$ cat config.mk
export PLATFORM = sky130hd
export DESIGN_NAME = ppol_profile_position
export DESIGN_NICKNAME = d
export VERILOG_FILES = /design/src/ppol_pkg.sv /design/src/ppol_opt_if.sv /design/src/ppol_option_decode.sv /design/src/ppol_profile_position.sv
export SDC_FILE = /design/constraint.sdc
export NUM_CORES = 1
export LEC_CHECK = 0
export CORE_ASPECT_RATIO = 0.8
export CORE_MARGIN = 5
export CORE_UTILIZATION = 45
export CTS_BUF_LIST = sky130_fd_sc_hd__clkbuf_8 sky130_fd_sc_hd__clkbuf_16
export DETAILED_ROUTE_END_ITERATION = 10
export DONT_BUFFER_PORTS = 1
export SLEW_MARGIN = 25
export SYNTH_ARGS = -nofsm -noshare
export SYNTH_HDL_FRONTEND = slang
export SYNTH_HIERARCHICAL = 1
export SYNTH_SLANG_ARGS = --single-unit
$ cat constraint.sdc
create_clock -name ref_clk -period 9 [get_ports ref_clk]
set_clock_uncertainty 0.2 [all_clocks]
set_input_delay 0.9 -clock ref_clk [delete_from_list [all_inputs] [get_ports ref_clk]]
set_output_delay 0.9 -clock ref_clk [all_outputs]
set_load 0.1 [all_outputs]
$ cat src/ppol_pkg.sv
// Summary of operation
// - Braking ramp limit comes from the deceleration ceiling, preset at reset.
// - Sixteen-bit option word resets to one; only documented fields act.
// - Relative reference applies only when control bit 6 commands relative.
// - Code 00 adds to previous target, zero when none exists.
// - Code 01 adds to the ramp generator output.
// - Code 10 adds to actual position; 11 reserved.
// - Auto release clears new-setpoint and drops setpoint acknowledge in the same cycle.
// - Code 00 leaves clearing new-setpoint to the master.
// - Code 01 clears new-setpoint once the move reaches target.
// - Code 10 clears new-setpoint as soon as it is accepted; 11 reserved.
// - Direction 00 is linear with wrap at range limits.
// - Direction 01 moves only negative, through the minimum limit.
// - Direction 10 moves only positive, through the maximum limit.
// - Direction 11 takes the shorter way around the circle.
// - Following error is a signed 32-bit read-only value, reset zero.
package ppol_pkg;
  localparam logic [15:0] PPOL_IDX_ACCEL   = 16'h60c5;
  localparam logic [15:0] PPOL_IDX_DECEL   = 16'h60c6;
  localparam logic [15:0] PPOL_IDX_OPTION  = 16'h60f2;
  localparam logic [15:0] PPOL_IDX_FOLLOW  = 16'h60f4;
  localparam logic [31:0] PPOL_RST_ACCEL   = 32'h00001388;
  localparam logic [31:0] PPOL_RST_DECEL   = 32'h00001388;
  localparam logic [15:0] PPOL_RST_OPTION  = 16'h0001;
  localparam logic [31:0] PPOL_RST_FOLLOW  = 32'h00000000;
  localparam int          PPOL_REL_LSB     = 0;
  localparam int          PPOL_REL_POS     = 2;
  localparam int          PPOL_DIR_LSB     = 6;
  localparam logic [15:0] PPOL_OPT_MASK    = 16'h00cf;
  localparam logic [1:0]  PPOL_CODE_RSVD   = 2'h3;

  typedef enum logic [1:0] {
    PPOL_REL_TARGET = 2'b00,
    PPOL_REL_RAMP   = 2'b01,
    PPOL_REL_ACTUAL = 2'b10
  } ppol_rel_t;

  typedef enum logic [1:0] {
    PPOL_REQ_MASTER = 2'b00,
    PPOL_REQ_ARRIVE = 2'b01,
    PPOL_REQ_ASAP   = 2'b10
  } ppol_req_t;

  typedef enum logic [1:0] {
    PPOL_DIR_LINEAR = 2'b00,
    PPOL_DIR_NEG    = 2'b01,
    PPOL_DIR_POS    = 2'b10,
    PPOL_DIR_SHORT  = 2'b11
  } ppol_dir_t;

  typedef enum logic [1:0] {
    PPOL_SP_IDLE  = 2'b00,
    PPOL_SP_ACKED = 2'b01,
    PPOL_SP_DROP  = 2'b10
  } ppol_sp_t;

  // Sum used for every relative target base
  function automatic logic [31:0] ppol_add(input logic [31:0] a, input logic [31:0] b);
    ppol_add = a + b;
  endfunction : ppol_add
endpackage : ppol_pkg

$ cat src/ppol_opt_if.sv
`timescale 1ns/10ps
`default_nettype none
interface ppol_opt_if;
  import ppol_pkg::*;
  ppol_rel_t rel_sel;
  ppol_req_t req_sel;
  ppol_dir_t dir_sel;
  modport src (output rel_sel, output req_sel, output dir_sel);
  modport dst (input rel_sel, input req_sel, input dir_sel);
endinterface : ppol_opt_if
`default_nettype wire

$ cat src/ppol_option_decode.sv
`timescale 1ns/10ps
`default_nettype none
module ppol_option_decode
  import ppol_pkg::*;
(
  input  wire logic ref_clk,
  input  wire logic srst,
  input  wire logic opt_wr,
  input  wire logic [15:0] opt_wdata,
  ppol_opt_if.src   sel
);
  ppol_rel_t rel_ff;
  ppol_req_t req_ff;
  ppol_dir_t dir_ff;
  wire logic [1:0] rel_code = opt_wdata[PPOL_REL_LSB +: 2];
  wire logic [1:0] req_code = opt_wdata[PPOL_REL_POS +: 2];
  wire logic [1:0] dir_code = opt_wdata[PPOL_DIR_LSB +: 2];
  wire logic rel_ok = opt_wr && (rel_code != PPOL_CODE_RSVD);
  wire logic req_ok = opt_wr && (req_code != PPOL_CODE_RSVD);

  always_ff @(posedge ref_clk) begin
    if (srst) begin
      rel_ff <= ppol_rel_t'(PPOL_RST_OPTION[1:0]);
      req_ff <= ppol_req_t'(PPOL_RST_OPTION[3:2]);
      dir_ff <= ppol_dir_t'(PPOL_RST_OPTION[7:6]);
    end else begin
      if (rel_ok) rel_ff <= ppol_rel_t'(rel_code);
      if (req_ok) req_ff <= ppol_req_t'(req_code);
      if (opt_wr) dir_ff <= ppol_dir_t'(dir_code);
    end
  end

  assign sel.rel_sel = rel_ff;
  assign sel.req_sel = req_ff;
  assign sel.dir_sel = dir_ff;
endmodule : ppol_option_decode
`default_nettype wire

$ cat src/ppol_profile_position.sv
`timescale 1ns/10ps
`default_nettype none
module ppol_profile_position
  import ppol_pkg::*;
(
  input  wire logic        ref_clk,
  input  wire logic        srst,
  input  wire logic        obj_wr,
  input  wire logic [15:0] obj_index,
  input  wire logic [31:0] obj_wdata,
  output logic      [31:0] obj_rdata,
  output logic             obj_hit,
  input  wire logic        ctrl_new_setpoint,
  input  wire logic        ctrl_relative,
  input  wire logic        move_accept,
  input  wire logic        target_reached,
  input  wire logic [31:0] target_position,
  input  wire logic [31:0] ramp_output,
  input  wire logic [31:0] actual_position,
  input  wire logic [31:0] demand_position,
  input  wire logic [31:0] range_min,
  input  wire logic [31:0] range_max,
  output logic             new_setpoint_clear,
  output logic             setpoint_ack,
  output logic      [31:0] abs_target,
  output logic             target_load,
  output logic      [31:0] accel_limit,
  output logic      [31:0] decel_limit,
  output logic             dir_positive,
  output logic             wrap_via_min,
  output logic             wrap_via_max,
  output logic      [31:0] demand_wrapped
);
  logic [31:0] accel_ff;
  logic [31:0] decel_ff;
  logic [15:0] option_ff;
  logic [31:0] follow_ff;
  logic [31:0] target_ff;
  logic        load_ff;
  logic        ack_ff;
  logic        clr_ff;
  ppol_sp_t    sp_ff;
  ppol_sp_t    nxt_sp;

  ppol_opt_if sel_if ();

  wire logic wr_accel  = obj_wr && (obj_index == PPOL_IDX_ACCEL);
  wire logic wr_decel  = obj_wr && (obj_index == PPOL_IDX_DECEL);
  wire logic wr_option = obj_wr && (obj_index == PPOL_IDX_OPTION);

  ppol_option_decode u_decode (
    .ref_clk   (ref_clk),
    .srst      (srst),
    .opt_wr    (wr_option),
    .opt_wdata (obj_wdata[15:0]),
    .sel       (sel_if.src)
  );

  always_ff @(posedge ref_clk) begin
    if (srst) begin
      accel_ff  <= PPOL_RST_ACCEL;
      decel_ff  <= PPOL_RST_DECEL;
      option_ff <= PPOL_RST_OPTION;
    end else begin
      if (wr_accel) accel_ff <= obj_wdata;
      if (wr_decel) decel_ff <= obj_wdata;
      if (wr_option) option_ff <= obj_wdata[15:0] & PPOL_OPT_MASK;
    end
  end

  always_ff @(posedge ref_clk) begin
    if (srst) follow_ff <= PPOL_RST_FOLLOW;
    else follow_ff <= demand_position - actual_position;
  end

  // Object readback mux
  always_comb begin
    obj_hit   = 1'b1;
    obj_rdata = 32'h00000000;
    case (obj_index)
      PPOL_IDX_ACCEL:  obj_rdata = accel_ff;
      PPOL_IDX_DECEL:  obj_rdata = decel_ff;
      PPOL_IDX_OPTION: obj_rdata = {16'h0000, option_ff};
      PPOL_IDX_FOLLOW: obj_rdata = follow_ff;
      default:         obj_hit = 1'b0;
    endcase
  end

  // Relative base selection
  logic [31:0] rel_base;
  always_comb begin
    case (sel_if.rel_sel)
      PPOL_REL_TARGET: rel_base = target_ff;
      PPOL_REL_RAMP:   rel_base = ramp_output;
      PPOL_REL_ACTUAL: rel_base = actual_position;
      default:         rel_base = target_ff;
    endcase
  end

  wire logic [31:0] new_target = ctrl_relative ? ppol_add(rel_base, target_position)
                                               : target_position;
  wire logic        take_sp    = ctrl_new_setpoint && move_accept && (sp_ff == PPOL_SP_IDLE);

  always_ff @(posedge ref_clk) begin
    if (srst) begin
      target_ff <= 32'h00000000;
      load_ff   <= 1'b0;
    end else begin
      load_ff <= take_sp;
      if (take_sp) target_ff <= new_target;
    end
  end

  // Setpoint handshake
  always_comb begin
    nxt_sp = sp_ff;
    case (sp_ff)
      PPOL_SP_IDLE: begin
        if (take_sp) nxt_sp = PPOL_SP_ACKED;
      end
      PPOL_SP_ACKED: begin
        case (sel_if.req_sel)
          PPOL_REQ_ASAP:   nxt_sp = PPOL_SP_DROP;
          PPOL_REQ_ARRIVE: if (target_reached) nxt_sp = PPOL_SP_DROP;
          default:         if (!ctrl_new_setpoint) nxt_sp = PPOL_SP_IDLE;
        endcase
      end
      PPOL_SP_DROP: begin
        if (!ctrl_new_setpoint) nxt_sp = PPOL_SP_IDLE;
      end
      default: nxt_sp = PPOL_SP_IDLE;
    endcase
  end

  always_ff @(posedge ref_clk) begin
    if (srst) begin
      sp_ff  <= PPOL_SP_IDLE;
      ack_ff <= 1'b0;
      clr_ff <= 1'b0;
    end else begin
      sp_ff  <= nxt_sp;
      ack_ff <= (nxt_sp == PPOL_SP_ACKED);
      clr_ff <= (nxt_sp == PPOL_SP_DROP);
    end
  end

  // Direction strategy
  wire logic [31:0] span      = range_max - range_min;
  wire logic [31:0] fwd_dist  = (abs_target >= actual_position) ? (abs_target - actual_position)
                                                                : (abs_target - actual_position + span);
  wire logic        tgt_above = $signed(abs_target) > $signed(actual_position);
  always_comb begin
    dir_positive = tgt_above;
    wrap_via_min = 1'b0;
    wrap_via_max = 1'b0;
    case (sel_if.dir_sel)
      PPOL_DIR_NEG: begin
        dir_positive = 1'b0;
        wrap_via_min = tgt_above;
      end
      PPOL_DIR_POS: begin
        dir_positive = 1'b1;
        wrap_via_max = (abs_target != actual_position) && !tgt_above;
      end
      PPOL_DIR_SHORT: begin
        dir_positive = fwd_dist < {1'b0, span[31:1]};
        wrap_via_max = dir_positive && !tgt_above;
        wrap_via_min = !dir_positive && tgt_above;
      end
      default: dir_positive = tgt_above;
    endcase
  end

  logic [31:0] wrap_ff;
  always_ff @(posedge ref_clk) begin
    if (srst) wrap_ff <= 32'h00000000;
    else if (sel_if.dir_sel == PPOL_DIR_LINEAR && $signed(demand_position) >= $signed(range_max))
      wrap_ff <= range_min;
    else if (sel_if.dir_sel == PPOL_DIR_LINEAR && $signed(demand_position) <= $signed(range_min))
      wrap_ff <= range_max;
    else wrap_ff <= demand_position;
  end

  assign new_setpoint_clear = clr_ff;
  assign setpoint_ack       = ack_ff;
  assign abs_target         = target_ff;
  assign target_load        = load_ff;
  assign accel_limit        = accel_ff;
  assign decel_limit        = decel_ff;
  assign demand_wrapped     = wrap_ff;
endmodule : ppol_profile_position
`default_nettype wire

# [Word level (Yosys, flattened, before mapping)]
# Cells that the tools add are included.
[totals] ff_bits=177 input_bits=247 output_inout_bits=167
[classes] addsub=5 magnitude_cmp=5 n_eq_ne=18 muxes=15 reduce_logical=17
[op_table] cell="2-to-1 mux 32 bit" count=4
[op_table] cell="one-hot mux 32 bit (4 select lines)" count=1
[op_table] cell="subtractor 32 bit" count=3
[op_table] cell="adder 32 bit" count=2
[op_table] cell="== test 16 x 15 -> 1 bit, second input constant" count=4
[op_table] cell=">= comparator 32 bit" count=2
[op_table] cell="one-hot mux 32 bit (2 select lines)" count=1
[op_table] cell="> comparator 32 bit" count=1
[op_table] cell="<= comparator 32 bit" count=1
[op_table] cell="less-than comparator 32 x 31 -> 1 bit" count=1
[op_table] cell="!= test 32 bit" count=1
[op_table] cell="== test 2 bit, second input constant" count=6
[op_table] cell="logical AND 1 bit" count=12
[op_table] cell="== test 2 x 1 -> 1 bit, second input constant" count=5
[op_table] cell="2-to-1 mux 2 bit" count=3
[op_table] cell="one-hot mux 2 bit (3 select lines)" count=1
[op_table] cell="zero test 2 bit" count=2
[op_table] cell="!= test 2 bit, second input constant" count=2
[op_table] cell="one-hot mux 1 bit (2 select lines)" count=2
[op_table] cell="one-hot mux 2 bit (2 select lines)" count=1
[op_table] cell="OR reduction 4 bit" count=1
[op_table] cell="one-hot mux 1 bit (3 select lines)" count=1
[op_table] cell="zero test 1 bit" count=2
[op_table] cell="2-to-1 mux 1 bit" count=1

# [Longest topological paths before layout]
# Gate-level depths: netlist (run 1).
[logic_depth] depth_word=7 depth_mapped=38 ltp_nobuf=38

# [Hierarchy]
# The synthesis (run 1) kept the hierarchy.
[by_module_without_submodules] module="ppol_profile_position" n_inst=1 cells_per_inst=2353 area_each_um2=17740.8 seq_area_each_um2=3423.3
[by_module_without_submodules] module="ppol_option_decode" n_inst=1 cells_per_inst=21 area_each_um2=226.5 seq_area_each_um2=120.1

# [Worst setup path before layout (run 1)]
# OpenSTA, ideal clock, no wires.
[synth_timing] kind="in2out" startpoint="input port range_max[0]" endpoint="output port wrap_via_min" arrival_time_ps=8928 slack_ps=-1028 cell_stages=36 cell_sequence="inv_1 -> ha_1 -> inv_1 -> fa_1 -> a21o_1 -> a31oi_1 -> o211ai_1 -> and3_1 -> o21ai_0 -> nand2b_1 -> a21o_1 -> a21o_1 -> a21o_1 -> a21o_1 -> xor2_1 -> ha_1 -> a21oi_1 -> nand2_1 -> a21o_1 -> a21oi_1 -> o31ai_1 -> and4b_1 -> nor3_1 -> o21ai_0 -> a21o_1 -> a21o_1 -> a21oi_1 -> xor2_1 -> o21ai_1 -> ha_1 -> nand4_1 -> nor3_1 -> nand2_1 -> and4bb_1 -> a221oi_4 -> a211oi_1"
[synth_via] elab_chain_cells=7
[synth_rtl] element="start: declaration" line="ppol_profile_position.sv:22" source="input wire logic [31:0] range_max,"
[synth_rtl] element="subtractor 32 bit (*)" line="ppol_profile_position.sv:148" source="wire logic [31:0] span = range_max - range_min;"
[synth_rtl] element="adder 32 bit" line="ppol_profile_position.sv:150" source=": (abs_target - actual_position + span);"
[synth_rtl] element="2-to-1 mux 32 bit" line="ppol_profile_position.sv:149" source="wire logic [31:0] fwd_dist = (abs_target >= actual_position) ? (abs_target - actual_position)"
[synth_rtl] element="less-than comparator 32 x 31 -> 1 bit (*)" line="ppol_profile_position.sv:166" source="dir_positive = fwd_dist < {1'b0, span[31:1]};"
[synth_rtl] element="zero test 1 bit (*)" line="ppol_profile_position.sv:168" source="wrap_via_min = !dir_positive && tgt_above;"
[synth_rtl] element="logical AND 1 bit (*)" line="ppol_profile_position.sv:168"
[synth_rtl] element="one-hot mux 1 bit (2 select lines) (*)" line="ppol_profile_position.sv:156" source="case (sel_if.dir_sel)"
[synth_rtl] element="end: declaration" line="ppol_profile_position.sv:30" source="output logic wrap_via_min,"
# Every way passes the cells marked *; elsewhere a longest branch is shown, timed or not.

# [Worst setup path in the final report (run 1)]
[layout_timing] startpoint="input port range_max[0]" endpoint="output port wrap_via_max"
[layout_via] elab_chain_cells=6
[layout_rtl] element="subtractor 32 bit (*)" line="ppol_profile_position.sv:148"
[layout_rtl] element="adder 32 bit" line="ppol_profile_position.sv:150"
[layout_rtl] element="2-to-1 mux 32 bit" line="ppol_profile_position.sv:149"
[layout_rtl] element="less-than comparator 32 x 31 -> 1 bit (*)" line="ppol_profile_position.sv:166"
[layout_rtl] element="logical AND 1 bit (*)" line="ppol_profile_position.sv:167" source="wrap_via_max = dir_positive && !tgt_above;"
[layout_rtl] element="one-hot mux 1 bit (2 select lines) (*)" line="ppol_profile_position.sv:156"
[layout_rtl] element="end: declaration" line="ppol_profile_position.sv:31" source="output logic wrap_via_max,"
# Marks and branches as above.

==> flow_metrics.env, run 1 <==
export IMPL_worst_slack_ns=0.225
export IMPL_ios=414
export IMPL_place_gp_congestion=0.953
export IMPL_holdPathEnd="option_ff[1]$_SDFFE_PP0P_"
export IMPL_first_pass_iters=7
export IMPL_cp_required_ns=7.90
export IMPL_instances_no_fill=2917
export IMPL_drc=0
export IMPL_die_w_um=233
export IMPL_netlist_instances=2374
export IMPL_area_delta_synth_final_pct=9.60
export IMPL_worst_path_buf_inv=3
export IMPL_cpPeakStageDelay_ns=0.52
export IMPL_clock_path_buffers=2
export IMPL_synth_area_per_cell_um2=7.57
export IMPL_finalPower_mw=3.67
export IMPL_dp_cells=2877
export IMPL_slew_viol_final=0
export IMPL_cp_top_family="compound AO/OA/AOI/OAI gates"
export IMPL_fin_area_um2=19700
export IMPL_r2r_end="abs_target[31]$_SDFFE_PP0P_"
export IMPL_synth_edf_count=0
export IMPL_final_cell_mix="nand2_1, ha_1, inv_1"
export IMPL_worst_hold_slack_ns=0.258
export IMPL_grt_pass1_vias=16200
export IMPL_pre_cts_slack_ns=-0.289
export IMPL_synth_ff_type="dfxtp_1"
export IMPL_synth_seq_cells=177
export IMPL_core_um2=39400
export IMPL_rows=65
export IMPL_port_buffer_count=0
export IMPL_hold_viol_final=0
export IMPL_max_vdd_ir_drop_uv=146
export IMPL_track_usage_pct=28.6
export IMPL_cts_sinks=177
export IMPL_end_kind="output pin"
export IMPL_async_flop_share_pct=0
export IMPL_root_buffer="clkbuf_16"
export IMPL_max_freq_mhz=114
export IMPL_slew_headroom_pct=25.9
export IMPL_netlist_area_um2=18000
export IMPL_grt_pass1_wl_um=98400
export IMPL_wl_per_cell_um=22.9
export IMPL_yosys_cell_types_count=94
export IMPL_die_area_um2=44000
export IMPL_drive_above_1_share_pct=7.31
export IMPL_leakage_nw=9.24
export IMPL_vias_per_cell=6.06
export IMPL_start_util_pct=45.6
export IMPL_p_per_area_nw_per_um2=186
export IMPL_cp_start_kind="input port"
export IMPL_cts_tree="done"
export IMPL_dpl_instance_area_um2=18800
export IMPL_r2r_start="u_decode/sel.rel_sel[0]$_SDFFE_PP1P_"
export IMPL_final_util_pct=49.9
export IMPL_rrSetupSlack_ns=3.43
export IMPL_status="completed"
export IMPL_finalSetupTns_ns=0
export IMPL_cap_violations=0
export IMPL_wl_um=66800
export IMPL_nNetsFinal=2873
export IMPL_reg2reg_depth=19
export IMPL_seq_area_um2=3540
export IMPL_syn_num_nets=2878
export IMPL_htreeDepth=4
export IMPL_min_path_type="flop to flop"
export IMPL_final_common_cell="nand2_1"
export IMPL_clkLatencyLatePin_ns=0.47
export IMPL_antenna_cells=0
export IMPL_fill_cells=3908
export IMPL_grt_max_degree=179
export IMPL_drt_iter0_drc=1687
export IMPL_clk_pin_slew_ns=0.07
export IMPL_grt_antenna_before_repair=0
export IMPL_path_common_cell="a21o_1"
export IMPL_vias=17700
export IMPL_synth_seq_area_share_pct=19.7
export IMPL_min_path_cells=2
export IMPL_hp_start="option_ff[1]$_SDFFE_PP0P_"
export IMPL_dp_hpwl_um=54800
export IMPL_overflow=0
export IMPL_die_h_um=189
export IMPL_cts_made_buffers=17
export IMPL_ant_nets=0
export IMPL_fin_crit_ns=8.77
export IMPL_tightest_slew_ns=1.11
export IMPL_critical_path_slowest_cell="or4b_4"
export IMPL_worstPathArrival_ns=7.67
export IMPL_cp_max_fo=4
export IMPL_criticalPathCategory="input port to output pin"
export IMPL_cts_hold_buffers_added=0
export IMPL_multi_input_area_um2=13500
export IMPL_finalSetupViolations=0
export IMPL_yosysWarnings=6
export IMPL_post_route_period_util_pct=97.5
-- cells by family (layout without fill, tap and decap cells) --
group | count (synthesis) | after routing | share of synthesized area, %
mux | 62 | 62 | 3.46
flops | 177 | 177 | 19.7
xor+xnor | 135 | 135 | 6.66
simple gates | 721 | 721 | 19.2
fa+ha+maj | 257 | 257 | 18.1
buf+inv | 299 | 306 | 6.35
compound gates | 723 | 723 | 26.5
-- cell usage after synthesis, types with 10 or more instances --
library cell,number,area [um^2]
nand2_1,272,1020
ha_1,252,3150
inv_1,205,769
a21oi_1,202,1010
dfxtp_1,177,3540
nor2_1,174,653
o21ai_0,124,621
clkbuf_1,83,312
a21o_1,82,616
xnor2_1,77,674
a211oi_1,72,541
mux2i_1,61,611
xor2_1,56,490
a22oi_1,43,323
nor3_1,38,190
nand3_1,37,185
nand2b_1,36,225
nor2b_1,32,200
a222oi_1,26,260
o21bai_1,26,195
nand4_1,25,156
o21a_1,22,165
and3_1,21,131
a31oi_1,20,125
o21ai_1,14,70.1
o31ai_1,14,105
and2_1,13,81.3
nand3b_1,10,75.1
nor3b_1,10,75.1
-- worst max-delay path by stage --
stage	start	to	cells past startpoint
finish	range_max[0]	wrap_via_max	37
global placement	range_max[0]	wrap_via_max	39
floorplan	range_max[0]	wrap_via_min	36
detailed placement	range_max[0]	wrap_via_max	39
CTS	range_max[0]	wrap_via_max	39
global route	range_max[0]	wrap_via_max	38
-- routing by layer --
layer | track usage (%) | wire, um
met5 | 0 | 0
met4 | 5.55 | 1350
met3 | 7.37 | 6420
met2 | 44.9 | 29300
met1 | 40.1 | 29700
-- worst reg2reg max path, stage by stage, from the launching register on --
cell and delay [ns]:
dfxtp_1 0.37, inv_1 0.06, ha_1 0.27, buf_4 0.49
a221oi_1 0.18, a21oi_1 0.30, ha_1 0.29, a21o_1 0.16
a21o_1 0.21, a2111oi_0 0.59, o31ai_1 0.30, a31oi_1 0.48
o21ai_1 0.19, nand3_1 0.15, a31oi_1 0.18, a311oi_1 0.47
xnor2_1 0.17, nand2_1 0.08, xor2_1 0.14, a211oi_1 0.21
-- registers in the layout, indices dropped and copies added, names as in the netlist --
| register | cells |
|---|---|
| target_load | 1 |
| abs_target | 32 |
| option_ff | 6 |
| setpoint_ack | 1 |
| u_decode/sel.rel_sel | 2 |
| new_setpoint_clear | 1 |
| decel_limit | 32 |
| follow_ff | 32 |
| u_decode/sel.req_sel | 2 |
| sp_ff | 2 |
| demand_wrapped | 32 |
| u_decode/sel.dir_sel | 2 |
| accel_limit | 32 |
-- area by class of cell --
cell class                      count  area share, %
Multi-Input combinational cell   1898           68.6
Inverter                          207           3.95
Timing Repair Buffer               68           2.78
Sequential cell                   177           18.0
Clock inverter                     14           1.08
Tap cell                          536           3.41
Clock buffer                       17           2.16
-- power by group --
part           internal [mW]  switching (mW)  total [mW]
Sequential             0.834           0.180        1.01
Clock                  0.453           0.386       0.839
Combinational          0.746            1.07        1.81
Total                   2.03            1.63        3.67
-- repair_timing --
| action | CTS | global route |
|---|---|---|
| endpoints found under the setup margin | 3 | 3 |
| pin swaps | 5 | 24 |
| setup buffers | 2 | 7 |
| endpoints found under the hold margin | 0 | 0 |
| gates resized for setup | 8 | 33 |
No activity file was read; power rests on OpenSTA's default activity.
==> inputs of run 2 (changes only) <==
--- a/config.mk
+++ b/config.mk
@@ -7,8 +7,9 @@
 export LEC_CHECK = 0
 export CORE_ASPECT_RATIO = 0.8
 export CORE_MARGIN = 5
-export CORE_UTILIZATION = 45
+export CORE_UTILIZATION = 25
 export CTS_BUF_LIST = sky130_fd_sc_hd__clkbuf_8 sky130_fd_sc_hd__clkbuf_16
+export CTS_CLUSTER_SIZE = 40
 export DETAILED_ROUTE_END_ITERATION = 10
 export DONT_BUFFER_PORTS = 1
 export SLEW_MARGIN = 25
==> run 2 against run 1 <==
Non-clock buffer count rose by 1. Sequential share of layout area fell by 0.35 points. Sequential power barely moved. Global-route usage fell by 10 points. Fmax rose by 0.53%. Worst hold slack improved by 0.0015 ns. Final area rose by 2.3%. Highest routed layer is now met5.
==> flow_metrics.env, run 2 (same netlist as run 1, synthesis figures left out) <==
export IMPL_area_delta_synth_final_pct=12.1
export IMPL_start_util_pct=25.4
export IMPL_cpPeakStageDelay_ns=0.51
export IMPL_max_freq_mhz=115
export IMPL_final_common_cell="nand2_1"
export IMPL_drt_iter0_drc=1487
export IMPL_clkLatencyLatePin_ns=0.50
export IMPL_grt_antenna_before_repair=8
export IMPL_cts_hold_buffers_added=0
export IMPL_drive_above_1_share_pct=7.64
export IMPL_grt_pass1_wl_um=106000
export IMPL_dp_cells=3281
export IMPL_grt_pass1_vias=15800
export IMPL_core_um2=70900
export IMPL_cts_sinks=177
export IMPL_leakage_nw=9.23
export IMPL_finalSetupTns_ns=0
export IMPL_end_kind="output pin"
export IMPL_overflow=0
export IMPL_track_usage_pct=18.4
export IMPL_worstPathArrival_ns=7.63
export IMPL_clk_pin_slew_ns=0.09
export IMPL_wl_um=74700
export IMPL_port_buffer_count=0
export IMPL_criticalPathCategory="input port to output pin"
export IMPL_cts_tree="done"
export IMPL_ant_nets=0
export IMPL_place_gp_congestion=0.903
export IMPL_final_cell_mix="nand2_1, ha_1, inv_1"
export IMPL_cp_required_ns=7.90
export IMPL_finalSetupViolations=0
export IMPL_antenna_cells=0
export IMPL_grt_max_degree=179
export IMPL_rows=87
export IMPL_instances_no_fill=3317
export IMPL_clock_path_buffers=2
export IMPL_post_route_period_util_pct=97.0
export IMPL_max_vdd_ir_drop_uv=158
export IMPL_cts_made_buffers=17
export IMPL_tightest_slew_ns=1.11
export IMPL_root_buffer="clkbuf_16"
export IMPL_p_per_area_nw_per_um2=181
export IMPL_die_area_um2=77400
export IMPL_die_h_um=250
export IMPL_cp_start_kind="input port"
export IMPL_slew_viol_final=0
export IMPL_path_common_cell="a21o_1"
export IMPL_htreeDepth=4
export IMPL_wl_per_cell_um=22.5
export IMPL_ios=414
export IMPL_cap_violations=0
export IMPL_slew_headroom_pct=25.9
export IMPL_fin_crit_ns=8.73
export IMPL_worst_hold_slack_ns=0.260
export IMPL_first_pass_iters=6
export IMPL_drc=0
export IMPL_min_path_type="flop to flop"
export IMPL_final_util_pct=28.4
export IMPL_dpl_instance_area_um2=19400
export IMPL_nNetsFinal=2874
export IMPL_vias=17200
export IMPL_vias_per_cell=5.19
export IMPL_die_w_um=310
export IMPL_hold_viol_final=0
export IMPL_cp_max_fo=4
export IMPL_critical_path_slowest_cell="or4b_4"
export IMPL_fin_area_um2=20100
export IMPL_dp_hpwl_um=62600
export IMPL_status="completed"
run 2: changes by cell type in the layout (fill, tap and decap cells not counted), sizes merged:
cell,previous run,this run
buf,68,69
bufinv,3,1
inv,215,214
clkinv,2,6
run 2: path summary, 6_finish.rpt:
kind                                        startpoint                     endpoint  slack, ns  depth (start not counted)
hold / removal               option_ff[6]$_SDFFE_PP0P_    option_ff[6]$_SDFFE_PP0P_       0.26                          2
setup reg to reg  u_decode/sel.rel_sel[0]$_SDFFE_PP1P_  abs_target[31]$_SDFFE_PP0P_       3.38                         18
hold reg to reg              option_ff[6]$_SDFFE_PP0P_    option_ff[6]$_SDFFE_PP0P_       0.26                          2
setup / recovery                          range_max[0]                 wrap_via_max       0.27                         39
run 2: cell type report:
class,count,area (um^2)
clock inverters,15,189
repair buffers,69,556
inverters,207,777
multi-input cells,1898,13500
clock buffers,17,425
fillers,7708,50700
flip-flops and latches,177,3550
well taps,934,1170
run 2: per-layer routing:
metal	up-vias	wire length [um]	track usage (%)
met3	59	7780	6.58
li1	8533	-	-
met4	2	1430	4.64
met5	-	13	0
met1	8035	32900	24.1
met2	595	32600	28.7
run 2: timing repair:
action                                 in CTS  in global routing
setup endpoints to repair                   2                  3
pin swaps                                   3                 24
buffers inserted                            0                  4
gates resized for setup                     6                 31
gates cloned                                0                  0
endpoints found under the hold margin       0                  0
run 2: critical path, delay by kind of cell:
kind	cells	cell delay (ns)
xor+xnor	2	0.29
buf+inv	3	0.27
fa+ha+maj	4	1.21
simple gates	11	1.78
compound gates	19	3.16
run 2: power by group:
part           switching [mW]  internal [mW]  total, mW
combinational            1.05          0.741       1.79
sequential              0.199          0.834       1.03
clock                   0.421          0.401      0.822
run 2: stage by stage:
stage,setup slack (ns),total power [mW]
2_1_floorplan,0.258,2.35
3_3_place_gp,-0.143,2.75
3_5_place_dp,-0.207,2.76
4_1_cts,0.00932,3.62
5_1_grt,-0.0630,3.91
6_report,0.272,3.65
